--- config.mk ---
export PLATFORM = sky130hd
export DESIGN_NAME = psb_stage
export DESIGN_NICKNAME = d
export VERILOG_FILES = /design/src/shared/psb_pkg.sv /design/src/core/psb_stage.sv /design/src/core/psb_sync.sv /design/src/core/psb_inv_delay.sv
export SDC_FILE = /design/constraint.sdc
export NUM_CORES = 2
export LEC_CHECK = 0
export BUFFER_PORTS_ARGS = -buffer_cell sky130_fd_sc_hd__buf_2
export CORE_MARGIN = 2
export CORE_UTILIZATION = 35
export DETAILED_ROUTE_END_ITERATION = 12
export HOLD_SLACK_MARGIN = 0.03
export PLACE_DENSITY = 0.54
export RECOVER_POWER = 25
export SYNTH_ARGS = -nofsm -noshare
export SYNTH_HDL_FRONTEND = slang
export SYNTH_SLANG_ARGS = --single-unit
--- constraint.sdc ---
create_clock -name CLK -period 231.8 [get_ports CLK]
set_input_delay 11.59 -clock CLK [delete_from_list [all_inputs] [get_ports CLK]]
set_output_delay 11.59 -clock CLK [all_outputs]
set_load 0.01 [all_outputs]
--- src/shared/psb_pkg.sv ---
package psb_pkg;
  localparam int PSB_CLK_HZ      = 20_000_000;
  localparam int PSB_TICK_US     = 5000;    // one program cycle, one step
  localparam int PSB_TICK_CYC    = PSB_CLK_HZ / 1_000_000 * PSB_TICK_US;
  localparam int PSB_DEF_DLY_US  = 40000;   // default definite delay
  localparam int PSB_BLK_LEAD_US = 5000;    // blocking lead the source owes
  localparam int PSB_HYST_PCT    = 97;      // drop-out ratio in percent
  localparam int PSB_PCT_FULL    = 100;
  localparam int PSB_TDIAL_DIV   = 100;     // k counted in hundredths
  localparam int PSB_RATIO_FRAC  = 3;       // ratio kept in eighths
  // register indices on the plain port
  localparam logic [3:0] PSB_A_CTRL  = 4'h0;
  localparam logic [3:0] PSB_A_DEF   = 4'h1;
  localparam logic [3:0] PSB_A_TDIAL = 4'h2;
  localparam logic [3:0] PSB_A_RELD  = 4'h3;
  localparam logic [3:0] PSB_A_PICK  = 4'h4;
  localparam logic [3:0] PSB_A_CUSTA = 4'h5;
  localparam logic [3:0] PSB_A_STAT  = 4'h6;
  localparam logic [3:0] PSB_A_EVT   = 4'h7;
  localparam logic [3:0] PSB_A_MASK  = 4'h8;
  localparam logic [3:0] PSB_A_RMAG  = 4'h9;
  localparam logic [3:0] PSB_A_RINFO = 4'hA;
  localparam logic [3:0] PSB_A_RTIME = 4'hB;
  // reset values
  localparam logic [23:0] PSB_DEF_RST =
    24'(PSB_DEF_DLY_US / PSB_TICK_US);
  localparam logic [11:0] PSB_TDIAL_RST = 12'h005;
  localparam logic [15:0] PSB_PICK_RST  = 16'h0100;
  localparam logic [15:0] PSB_CUSTA_RST = 16'h0040;
  // curve scales in ticks at k=1, ratio excess one eighth; neutral values
  localparam logic [15:0] PSB_IEC_SCALE [4] =
    '{16'h0040, 16'h1000, 16'h0400, 16'h2000};
  localparam logic [15:0] PSB_IEEE_SCALE [7] =
    '{16'h0100, 16'h0200, 16'h0300, 16'h0800,
      16'h0080, 16'h0180, 16'h0280};
  localparam logic [2:0] PSB_IEC_CUSTOM  = 3'h4;
  localparam logic [2:0] PSB_IEEE_CUSTOM = 3'h7;
  // event bits
  localparam int PSB_EV_BLOCK = 0;
  localparam int PSB_EV_START = 1;
  localparam int PSB_EV_TRIP  = 2;
  localparam int PSB_EV_W     = 3;

  typedef struct packed {
    logic [2:0] ieee_curve;   // ansi normal..ieee extreme, custom
    logic [2:0] iec_curve;    // normal, extreme, very, long, custom
    logic       series_ieee;  // curve family select
    logic       inv_mode;     // 0 fixed_delay_mode, 1 inverse_time_mode
  } psb_ctrl_t;

  typedef struct packed {
    logic start;
    logic blocked;
    logic trip;
  } psb_ind_t;

  typedef enum logic [2:0] {
    ST_IDLE, ST_TIMING, ST_RELEASE, ST_TRIPPED, ST_BLOCKED
  } psb_state_t;
endpackage

--- src/core/psb_stage.sv ---
`timescale 1ns/100ps
// protection stage: pick-up, blocking, operate and release timing
module psb_stage
  import psb_pkg::*;
#(
  parameter int TICK_CYC = PSB_TICK_CYC  // program cycle length in clocks
) (
  input  wire logic        CLK,
  input  wire logic        RST,
  input  wire logic [3:0]  REG_ADDR,
  input  wire logic [31:0] REG_WDATA,
  input  wire logic        REG_WR,
  input  wire logic        REG_RD,
  output logic      [31:0] REG_RDATA,
  input  wire logic        BLOCK_IN,
  input  wire logic [15:0] MEAS_MAG,
  input  wire logic [3:0]  FAULT_TYPE,
  output logic             START,
  output logic             BLOCKED,
  output logic             TRIP,
  output logic             HMI_EVT,
  output logic             IRQ
);
  // indication decode, used for pins and status read
  function automatic psb_ind_t ind_of(psb_state_t s);
    psb_ind_t r;
    r.start   = (s == ST_TIMING) || (s == ST_TRIPPED);
    r.blocked = (s == ST_BLOCKED);
    r.trip    = (s == ST_TRIPPED);
    return r;
  endfunction

  psb_ctrl_t   ctrl_q;       // delay type and curve selects
  logic [23:0] def_q;        // definite delay in ticks
  logic [11:0] tdial_q;      // time dial in hundredths
  logic [23:0] reld_q;       // release delay in ticks
  logic [15:0] pick_q;       // pickup_setting
  logic [15:0] custa_q;      // custom curve constant
  logic [PSB_EV_W-1:0] evt_q;   // sticky events
  logic [PSB_EV_W-1:0] mask_q;  // interrupt mask
  logic [PSB_EV_W-1:0] evt_set; // events raised this cycle
  logic [15:0] rec_mag_q;    // magnitude at blocking
  logic [3:0]  rec_ft_q;     // fault type at blocking
  logic [31:0] rec_time_q;   // tick stamp at blocking
  logic [31:0] stamp_q;      // free tick counter
  logic [31:0] rdata_q;      // read data, one cycle late

  logic [16:0] div_q;        // program cycle divider
  logic        tick;         // one-cycle program cycle pulse
  logic        blk;          // synchronised blocking input
  logic        blk_smp_q;    // blocking as sampled at tick
  logic        pickup_q;     // hysteresis pickup state
  logic        pick_now;     // pickup seen at this tick
  logic [31:0] drop_lvl;     // 97 percent of setting
  psb_state_t  st_q;         // sequencer state
  psb_state_t  st_d;
  logic [23:0] elapsed_q;    // operate ticks counted
  logic [23:0] elapsed_d;
  logic [23:0] rel_q;        // release ticks counted
  logic [23:0] rel_d;
  logic [23:0] inv_ticks;    // curve delay
  logic [23:0] tgt;          // selected operate delay
  logic        blk_evt;      // blocking occurrence this tick
  psb_ind_t    ind;

  // pin crosses two flops before anything looks at it
  psb_sync u_sync (
    .CLK (CLK),
    .RST (RST),
    .d   (BLOCK_IN),
    .q   (blk)
  );

  psb_inv_delay u_inv (
    .CLK     (CLK),
    .RST     (RST),
    .ctrl    (ctrl_q),
    .mag     (MEAS_MAG),
    .pick    (pick_q),
    .tdial   (tdial_q),
    .cust_a  (custa_q),
    .ticks_q (inv_ticks)
  );

  // program cycle divider, the only slow rate
  always_ff @(posedge CLK or posedge RST) begin
    if (RST)
      div_q <= 17'h0_0000;
    else if (tick)
      div_q <= 17'h0_0000;
    else
      div_q <= div_q + 17'h0_0001;
  end
  assign tick = (div_q == 17'(TICK_CYC - 1));

  // tick stamp for event records
  always_ff @(posedge CLK or posedge RST) begin
    if (RST)
      stamp_q <= 32'h0000_0000;
    else if (tick)
      stamp_q <= stamp_q + 32'h0000_0001;
  end

  // blocking latched first thing in each program cycle
  always_ff @(posedge CLK or posedge RST) begin
    if (RST)
      blk_smp_q <= 1'b0;
    else if (tick)
      blk_smp_q <= blk;
  end

  // hysteresis: rise at setting, fall under 97 percent of it
  assign drop_lvl = (32'(pick_q) * 32'(PSB_HYST_PCT)) / 32'(PSB_PCT_FULL);
  always_comb begin
    if (!pickup_q)
      pick_now = (MEAS_MAG >= pick_q);
    else
      pick_now = (32'(MEAS_MAG) >= drop_lvl);
  end

  always_ff @(posedge CLK or posedge RST) begin
    if (RST)
      pickup_q <= 1'b0;
    else if (tick)
      pickup_q <= pick_now;
  end

  // floor of the definite delay; zero floor falls out of the max
  always_comb begin
    if (ctrl_q.inv_mode)
      tgt = (inv_ticks > def_q) ? inv_ticks : def_q;
    else
      tgt = def_q;
  end

  // sequencer, evaluated only on the tick, blocking decided first
  always_comb begin
    st_d      = st_q;
    elapsed_d = elapsed_q;
    rel_d     = rel_q;
    blk_evt   = 1'b0;
    if (tick) begin
      case (st_q)
        ST_IDLE: begin
          elapsed_d = 24'h00_0000;
          rel_d     = 24'h00_0000;
          if (pick_now && blk) begin
            st_d    = ST_BLOCKED;
            blk_evt = 1'b1;
          end else if (pick_now) begin
            // zero delay trips alongside start
            st_d = (tgt == 24'h00_0000) ? ST_TRIPPED : ST_TIMING;
          end
        end
        ST_TIMING: begin
          if (blk || !pick_now) begin
            // blocking behaves as a pickup drop
            blk_evt   = blk;
            rel_d     = 24'h00_0000;
            st_d      = (reld_q == 24'h00_0000) ? ST_IDLE
                                                 : ST_RELEASE;
          end else if (elapsed_q + 24'h00_0001 >= tgt) begin
            st_d = ST_TRIPPED;
          end else begin
            elapsed_d = elapsed_q + 24'h00_0001;
          end
        end
        ST_RELEASE: begin
          // operate count held; resumes if pickup returns in time
          if (pick_now && !blk) begin
            st_d = ST_TIMING;
          end else if (rel_q + 24'h00_0001 >= reld_q) begin
            st_d      = ST_IDLE;
            elapsed_d = 24'h00_0000;
          end else begin
            rel_d = rel_q + 24'h00_0001;
          end
        end
        ST_TRIPPED: begin
          if (blk || !pick_now) begin
            blk_evt = blk;
            st_d    = ST_IDLE;
          end
        end
        ST_BLOCKED: begin
          // held until pickup drops; no timing while here
          if (!pick_now)
            st_d = ST_IDLE;
        end
        default: st_d = ST_IDLE;
      endcase
    end
  end

  always_ff @(posedge CLK or posedge RST) begin
    if (RST) begin
      st_q      <= ST_IDLE;
      elapsed_q <= 24'h00_0000;
      rel_q     <= 24'h00_0000;
    end else begin
      st_q      <= st_d;
      elapsed_q <= elapsed_d;
      rel_q     <= rel_d;
    end
  end

  assign ind     = ind_of(st_q);
  assign START   = ind.start;
  assign BLOCKED = ind.blocked;
  assign TRIP    = ind.trip;

  // display pulse and record of each blocking
  always_ff @(posedge CLK or posedge RST) begin
    if (RST) begin
      HMI_EVT    <= 1'b0;
      rec_mag_q  <= 16'h0000;
      rec_ft_q   <= 4'h0;
      rec_time_q <= 32'h0000_0000;
    end else begin
      HMI_EVT <= blk_evt;
      if (blk_evt) begin
        rec_mag_q  <= MEAS_MAG;
        rec_ft_q   <= FAULT_TYPE;
        rec_time_q <= stamp_q;
      end
    end
  end

  // settings written over the plain port
  always_ff @(posedge CLK or posedge RST) begin
    if (RST) begin
      ctrl_q  <= '0;
      def_q   <= PSB_DEF_RST;
      tdial_q <= PSB_TDIAL_RST;
      reld_q  <= 24'h00_0000;
      pick_q  <= PSB_PICK_RST;
      custa_q <= PSB_CUSTA_RST;
      mask_q  <= '0;
    end else if (REG_WR) begin
      case (REG_ADDR)
        PSB_A_CTRL:  ctrl_q  <= REG_WDATA[$bits(psb_ctrl_t)-1:0];
        PSB_A_DEF:   def_q   <= REG_WDATA[23:0];
        PSB_A_TDIAL: tdial_q <= REG_WDATA[11:0];
        PSB_A_RELD:  reld_q  <= REG_WDATA[23:0];
        PSB_A_PICK:  pick_q  <= REG_WDATA[15:0];
        PSB_A_CUSTA: custa_q <= REG_WDATA[15:0];
        PSB_A_MASK:  mask_q  <= REG_WDATA[PSB_EV_W-1:0];
        default:     ;
      endcase
    end
  end

  // sticky events; a set in the clearing read cycle survives
  always_comb begin
    evt_set               = '0;
    evt_set[PSB_EV_BLOCK] = blk_evt;
    evt_set[PSB_EV_START] = tick && (st_q == ST_IDLE) && (st_d != ST_IDLE)
                            && (st_d != ST_BLOCKED);
    evt_set[PSB_EV_TRIP]  = (st_q != ST_TRIPPED) && (st_d == ST_TRIPPED);
  end

  always_ff @(posedge CLK or posedge RST) begin
    if (RST)
      evt_q <= '0;
    else if (REG_RD && (REG_ADDR == PSB_A_EVT))
      evt_q <= evt_set;
    else
      evt_q <= evt_q | evt_set;
  end

  assign IRQ = |(evt_q & mask_q);

  // read mux, data valid the cycle after the strobe
  always_ff @(posedge CLK or posedge RST) begin
    if (RST) begin
      rdata_q <= 32'h0000_0000;
    end else if (REG_RD) begin
      case (REG_ADDR)
        PSB_A_CTRL:  rdata_q <= 32'(ctrl_q);
        PSB_A_DEF:   rdata_q <= 32'(def_q);
        PSB_A_TDIAL: rdata_q <= 32'(tdial_q);
        PSB_A_RELD:  rdata_q <= 32'(reld_q);
        PSB_A_PICK:  rdata_q <= 32'(pick_q);
        PSB_A_CUSTA: rdata_q <= 32'(custa_q);
        PSB_A_STAT:  rdata_q <= 32'({blk_smp_q, pickup_q, ind});
        PSB_A_EVT:   rdata_q <= 32'(evt_q);
        PSB_A_MASK:  rdata_q <= 32'(mask_q);
        PSB_A_RMAG:  rdata_q <= 32'(rec_mag_q);
        PSB_A_RINFO: rdata_q <= 32'(rec_ft_q);
        PSB_A_RTIME: rdata_q <= rec_time_q;
        default:     rdata_q <= 32'h0000_0000; // unmapped reads zero
      endcase
    end else begin
      rdata_q <= 32'h0000_0000;
    end
  end
  assign REG_RDATA = rdata_q;
endmodule

--- src/core/psb_sync.sv ---
`timescale 1ns/100ps
// two-stage synchroniser for a pin level
module psb_sync
  import psb_pkg::*;
(
  input  wire logic CLK,
  input  wire logic RST,
  input  wire logic d,
  output logic      q
);
  logic meta_q;  // first stage, read only by the second

  // plain double flop, nothing taps the first stage
  always_ff @(posedge CLK or posedge RST) begin
    if (RST) begin
      meta_q <= 1'b0;
      q      <= 1'b0;
    end else begin
      meta_q <= d;
      q      <= meta_q;
    end
  end
endmodule

--- src/core/psb_inv_delay.sv ---
`timescale 1ns/100ps
// inverse-time delay in ticks from ratio of magnitude to setting
module psb_inv_delay
  import psb_pkg::*;
(
  input  wire logic        CLK,
  input  wire logic        RST,
  input  wire psb_ctrl_t   ctrl,
  input  wire logic [15:0] mag,
  input  wire logic [15:0] pick,
  input  wire logic [11:0] tdial,
  input  wire logic [15:0] cust_a,
  output logic      [23:0] ticks_q
);
  logic [19:0] ratio;   // measured over setting, in eighths
  logic [19:0] excess;  // ratio above one, never zero
  logic [15:0] scale;   // curve scale for the chosen curve
  logic [31:0] num;
  logic [31:0] den;
  logic [31:0] quo;

  // curve pick, custom entries use the user constant
  always_comb begin
    scale = cust_a;
    if (!ctrl.series_ieee) begin
      if (ctrl.iec_curve < PSB_IEC_CUSTOM)
        scale = PSB_IEC_SCALE[ctrl.iec_curve[1:0]];
    end else if (ctrl.ieee_curve < PSB_IEEE_CUSTOM) begin
      scale = PSB_IEEE_SCALE[ctrl.ieee_curve];
    end
  end

  // steeper ratio gives shorter delay; k scales linearly
  always_comb begin
    ratio  = (pick == 16'h0000) ? 20'h0_0000 :
             20'(({4'h0, mag} << PSB_RATIO_FRAC) / {4'h0, pick});
    excess = (ratio > 20'(1 << PSB_RATIO_FRAC)) ?
             20'(ratio - 20'(1 << PSB_RATIO_FRAC)) : 20'h0_0001;
    num    = 32'(scale) * 32'(tdial);
    den    = 32'(excess) * 32'(PSB_TDIAL_DIV);
    quo    = num / den;
  end

  // registered, saturated to the timer width
  always_ff @(posedge CLK or posedge RST) begin
    if (RST)
      ticks_q <= 24'h00_0000;
    else
      ticks_q <= (quo[31:24] != 8'h00) ? 24'hFF_FFFF : quo[23:0];
  end
endmodule

==> results_dict.tcl <==
set metrics [dict create \
    min_period_ns 183.18 \
    vias 60540 \
    die-area_mm2 0.185 \
    antenna_found_initial 16 \
    synthTopCellsByCount "970 x ha_1, 736 x nand2_1, 604 x nor2_1" \
    clockBufferDepth 3 \
    drt_pass1_iterations 5 \
    hold_viol_final 0 \
    synth.avg_cell_area_um2 7.91 \
    slew_headroom_pct -219 \
    syn_to_final_growth_pct 7.28 \
    cts_resized 0 \
    cts_inserted_buffers 38 \
    synthTopCellsByArea "ha_1 19%, dfrtp_1 12%, mux2_2 6.3%, o21a_1 5.8%, fa_1 5.2%" \
    path_clk_slew_ns 0.05 \
    final.setup_skew_ns 0.0164 \
    drt_iter0_markers 4153 \
    yosysSeqAreaShare_pct 12.6 \
    drc 0 \
    die_w_um 430 \
    insertion_delay_ns 0.55 \
    grt_max_degree 172 \
    rsz0062_at_grt "false" \
    drt_wl_total_um 214000 \
    grt_pass1_wl_um 336000 \
    synth_edf_count 0 \
    crit_path_frequent_cell "o21a_1" \
    ys_types 139 \
    yosysTopAreaCellShare_pct 19.1 \
    place_congestion 0.922 \
    multi_input_area_mm2 0.0529 \
    synth-seq-cells 319 \
    fmax_ghz 0.00546 \
    ios 98 \
    drv_slew 151 \
    start_util_pct 35.2 \
    hpwl_um 169000 \
    root_buffer "clkbuf_16" \
    htree_levels 2 \
    final-seq-area_mm2 0.00799 \
    wl_per_cell_um 20.6 \
    arrival_ns 183.57 \
    syn_area_mm2 0.0635 \
    end_kind "flop" \
    synth.most_common_cell "ha_1" \
    portBuffers 89 \
    ys_warn_count 0 \
    critical_path.max_stage_delay_ns 0.91 \
    ant_nets 0 \
    worst_setup_path_start_kind "primary input" \
    die_h_um 430 \
    setup_viol 0 \
    path_max_fanout 46 \
    violations "capacitance limit, slew limit" \
    crit_type "primary input to flop" \
    overflow 0 \
    coreArea_mm2 0.181 \
    synthCells 8028 \
    critical_path.slowest_cell "nor4_1" \
    ctsHoldBuffers 0 \
    cts_tree "done" \
    grt_pass1_vias 58578 \
    fin_tns_setup_ns 0 \
    drive_gt1_share_pct 10.6 \
    maxCapViolations 2 \
    run_status "finished with violations" \
    synthFlopType "dfrtp_1" \
    nets 9177 \
    min_period_over_period_pct 79.0 \
    tightest_slew_ns 4.76 \
    post_cts_buffers 0 \
    vias_per_cell 5.83 \
    hp-class "flop to flop" \
    async_flop_share_pct 100 \
    rows 156 \
    filler_cell_count 18628 \
    required_ns 232.19 \
    grt_usage_pct 22.6 \
    clock_sink_count 319 \
    synth_largest_area_cell "ha_1" \
]
[per-stage QoR]
stage / worst slack, ns / hold WS, ns / instance area (µm²) / util (%) / std cells
floorplan: 62.46 / 0.331 / 63500 / - / 8031
global placement: 52.25 / 0.339 / 66900 / 37.0 / 10312
CTS: 49.34 / 0.373 / 68100 / 37.7 / 10377
detailed placement: 49.53 / 0.352 / 66900 / 37.0 / 10312
finish: 48.62 / 0.369 / 68100 / 37.7 / 10382
global route: 34.46 / 0.385 / 68100 / 37.7 / 10380
[metal layers]
layer	vias to the layer above	global-route usage [%]	wire (µm)
met5	-	0	0
met4	0	6.29	6770
met3	281	1.71	9360
met2	1447	37.2	96400
met1	29286	31.5	101000
li1	29526	-	-
[kinds of logic (layout without fill, tap and decap cells)]
kind of cell,Yosys count,count (layout),synth area share (%)
AOI/OAI and AO/OA,2176,2176,23.8
xor gates and xnor gates,372,372,5.21
adders and majority gates,1135,1135,24.3
buffers and inverters,741,717,4.52
DFF,319,319,12.6
muxes,439,439,7.64
other,1,9,0.00591
and+or+nand+nor,2845,2845,21.9
[cells in the final DEF, fill, tap and decap left out, types with 166 or more instances in the layout]
cell type / synthesis / final
o31ai_1: 197 / 194
o21a_1: 488 / 488
nor2_1: 604 / 602
mux2_2: 355 / 355
ha_1: 970 / 970
xnor2_1: 237 / 225
nor3_1: 532 / 527
nand3_1: 166 / 166
dfrtp_1: 314 / 314
a21oi_1: 390 / 388
o21ai_0: 354 / 350
nand2_1: 736 / 735
inv_1: 433 / 432
[worst max-delay path, delay by kind of cell]
family / cells / cell delay, ns
muxes: 9 / 2.85
AOI/OAI and AO/OA: 593 / 120.79
adders and majority gates: 50 / 15.80
and+or+nand+nor: 144 / 22.52
buffers and inverters: 48 / 10.21
[flip-flops by register name, indices dropped and copies added, names as in the netlist]
name and cells:
rec_ft_q 4, st_q 3, rec_mag_q 16, pick_q 16, rel_q 24, u_sync.q 1
elapsed_q 24, REG_RDATA 32, evt_q 3, blk_smp_q 1, pickup_q 1, div_q 17
reld_q 24, ctrl_q 8, mask_q 3, def_q 24, HMI_EVT 1, rec_time_q 32
u_inv.ticks_q 24, tdial_q 12, stamp_q 32, custa_q 16, u_sync.meta_q 1
[area by class of cell]
cell class,count,area share (%)
multi-input combinational,6971,77.7
sequential,319,11.7
tap,2370,4.36
inverter,447,2.47
timing repair buffer,205,1.94
clock buffer,55,1.61
clock inverter,10,0.204
antenna,5,0.0184
[path summary, 6_finish.rpt]
path / startpoint / to / slack [ns] / cells after the start
max in group asynchronous: RST / rel_q[16]$_DFFE_PP0P_ / 215.52 / 3
min in group asynchronous: RST / stamp_q[29]$_DFFE_PP0N_ / 12.49 / 2
hold / removal: u_sync.meta_q$_DFF_PP0_ / u_sync.q$_DFF_PP0_ / 0.37 / 0
hold reg to reg: u_sync.meta_q$_DFF_PP0_ / u_sync.q$_DFF_PP0_ / 0.37 / 0
setup / recovery: MEAS_MAG[15] / u_inv.ticks_q[0]$_DFF_PP0_ / 48.62 / 844
setup reg to reg: pick_q[9]$_DFFE_PP0P_ / u_inv.ticks_q[0]$_DFF_PP0_ / 57.09 / 845
Power is not shown: default switching activity piles up to over one toggle a cycle in this logic, so the estimate is an artifact.
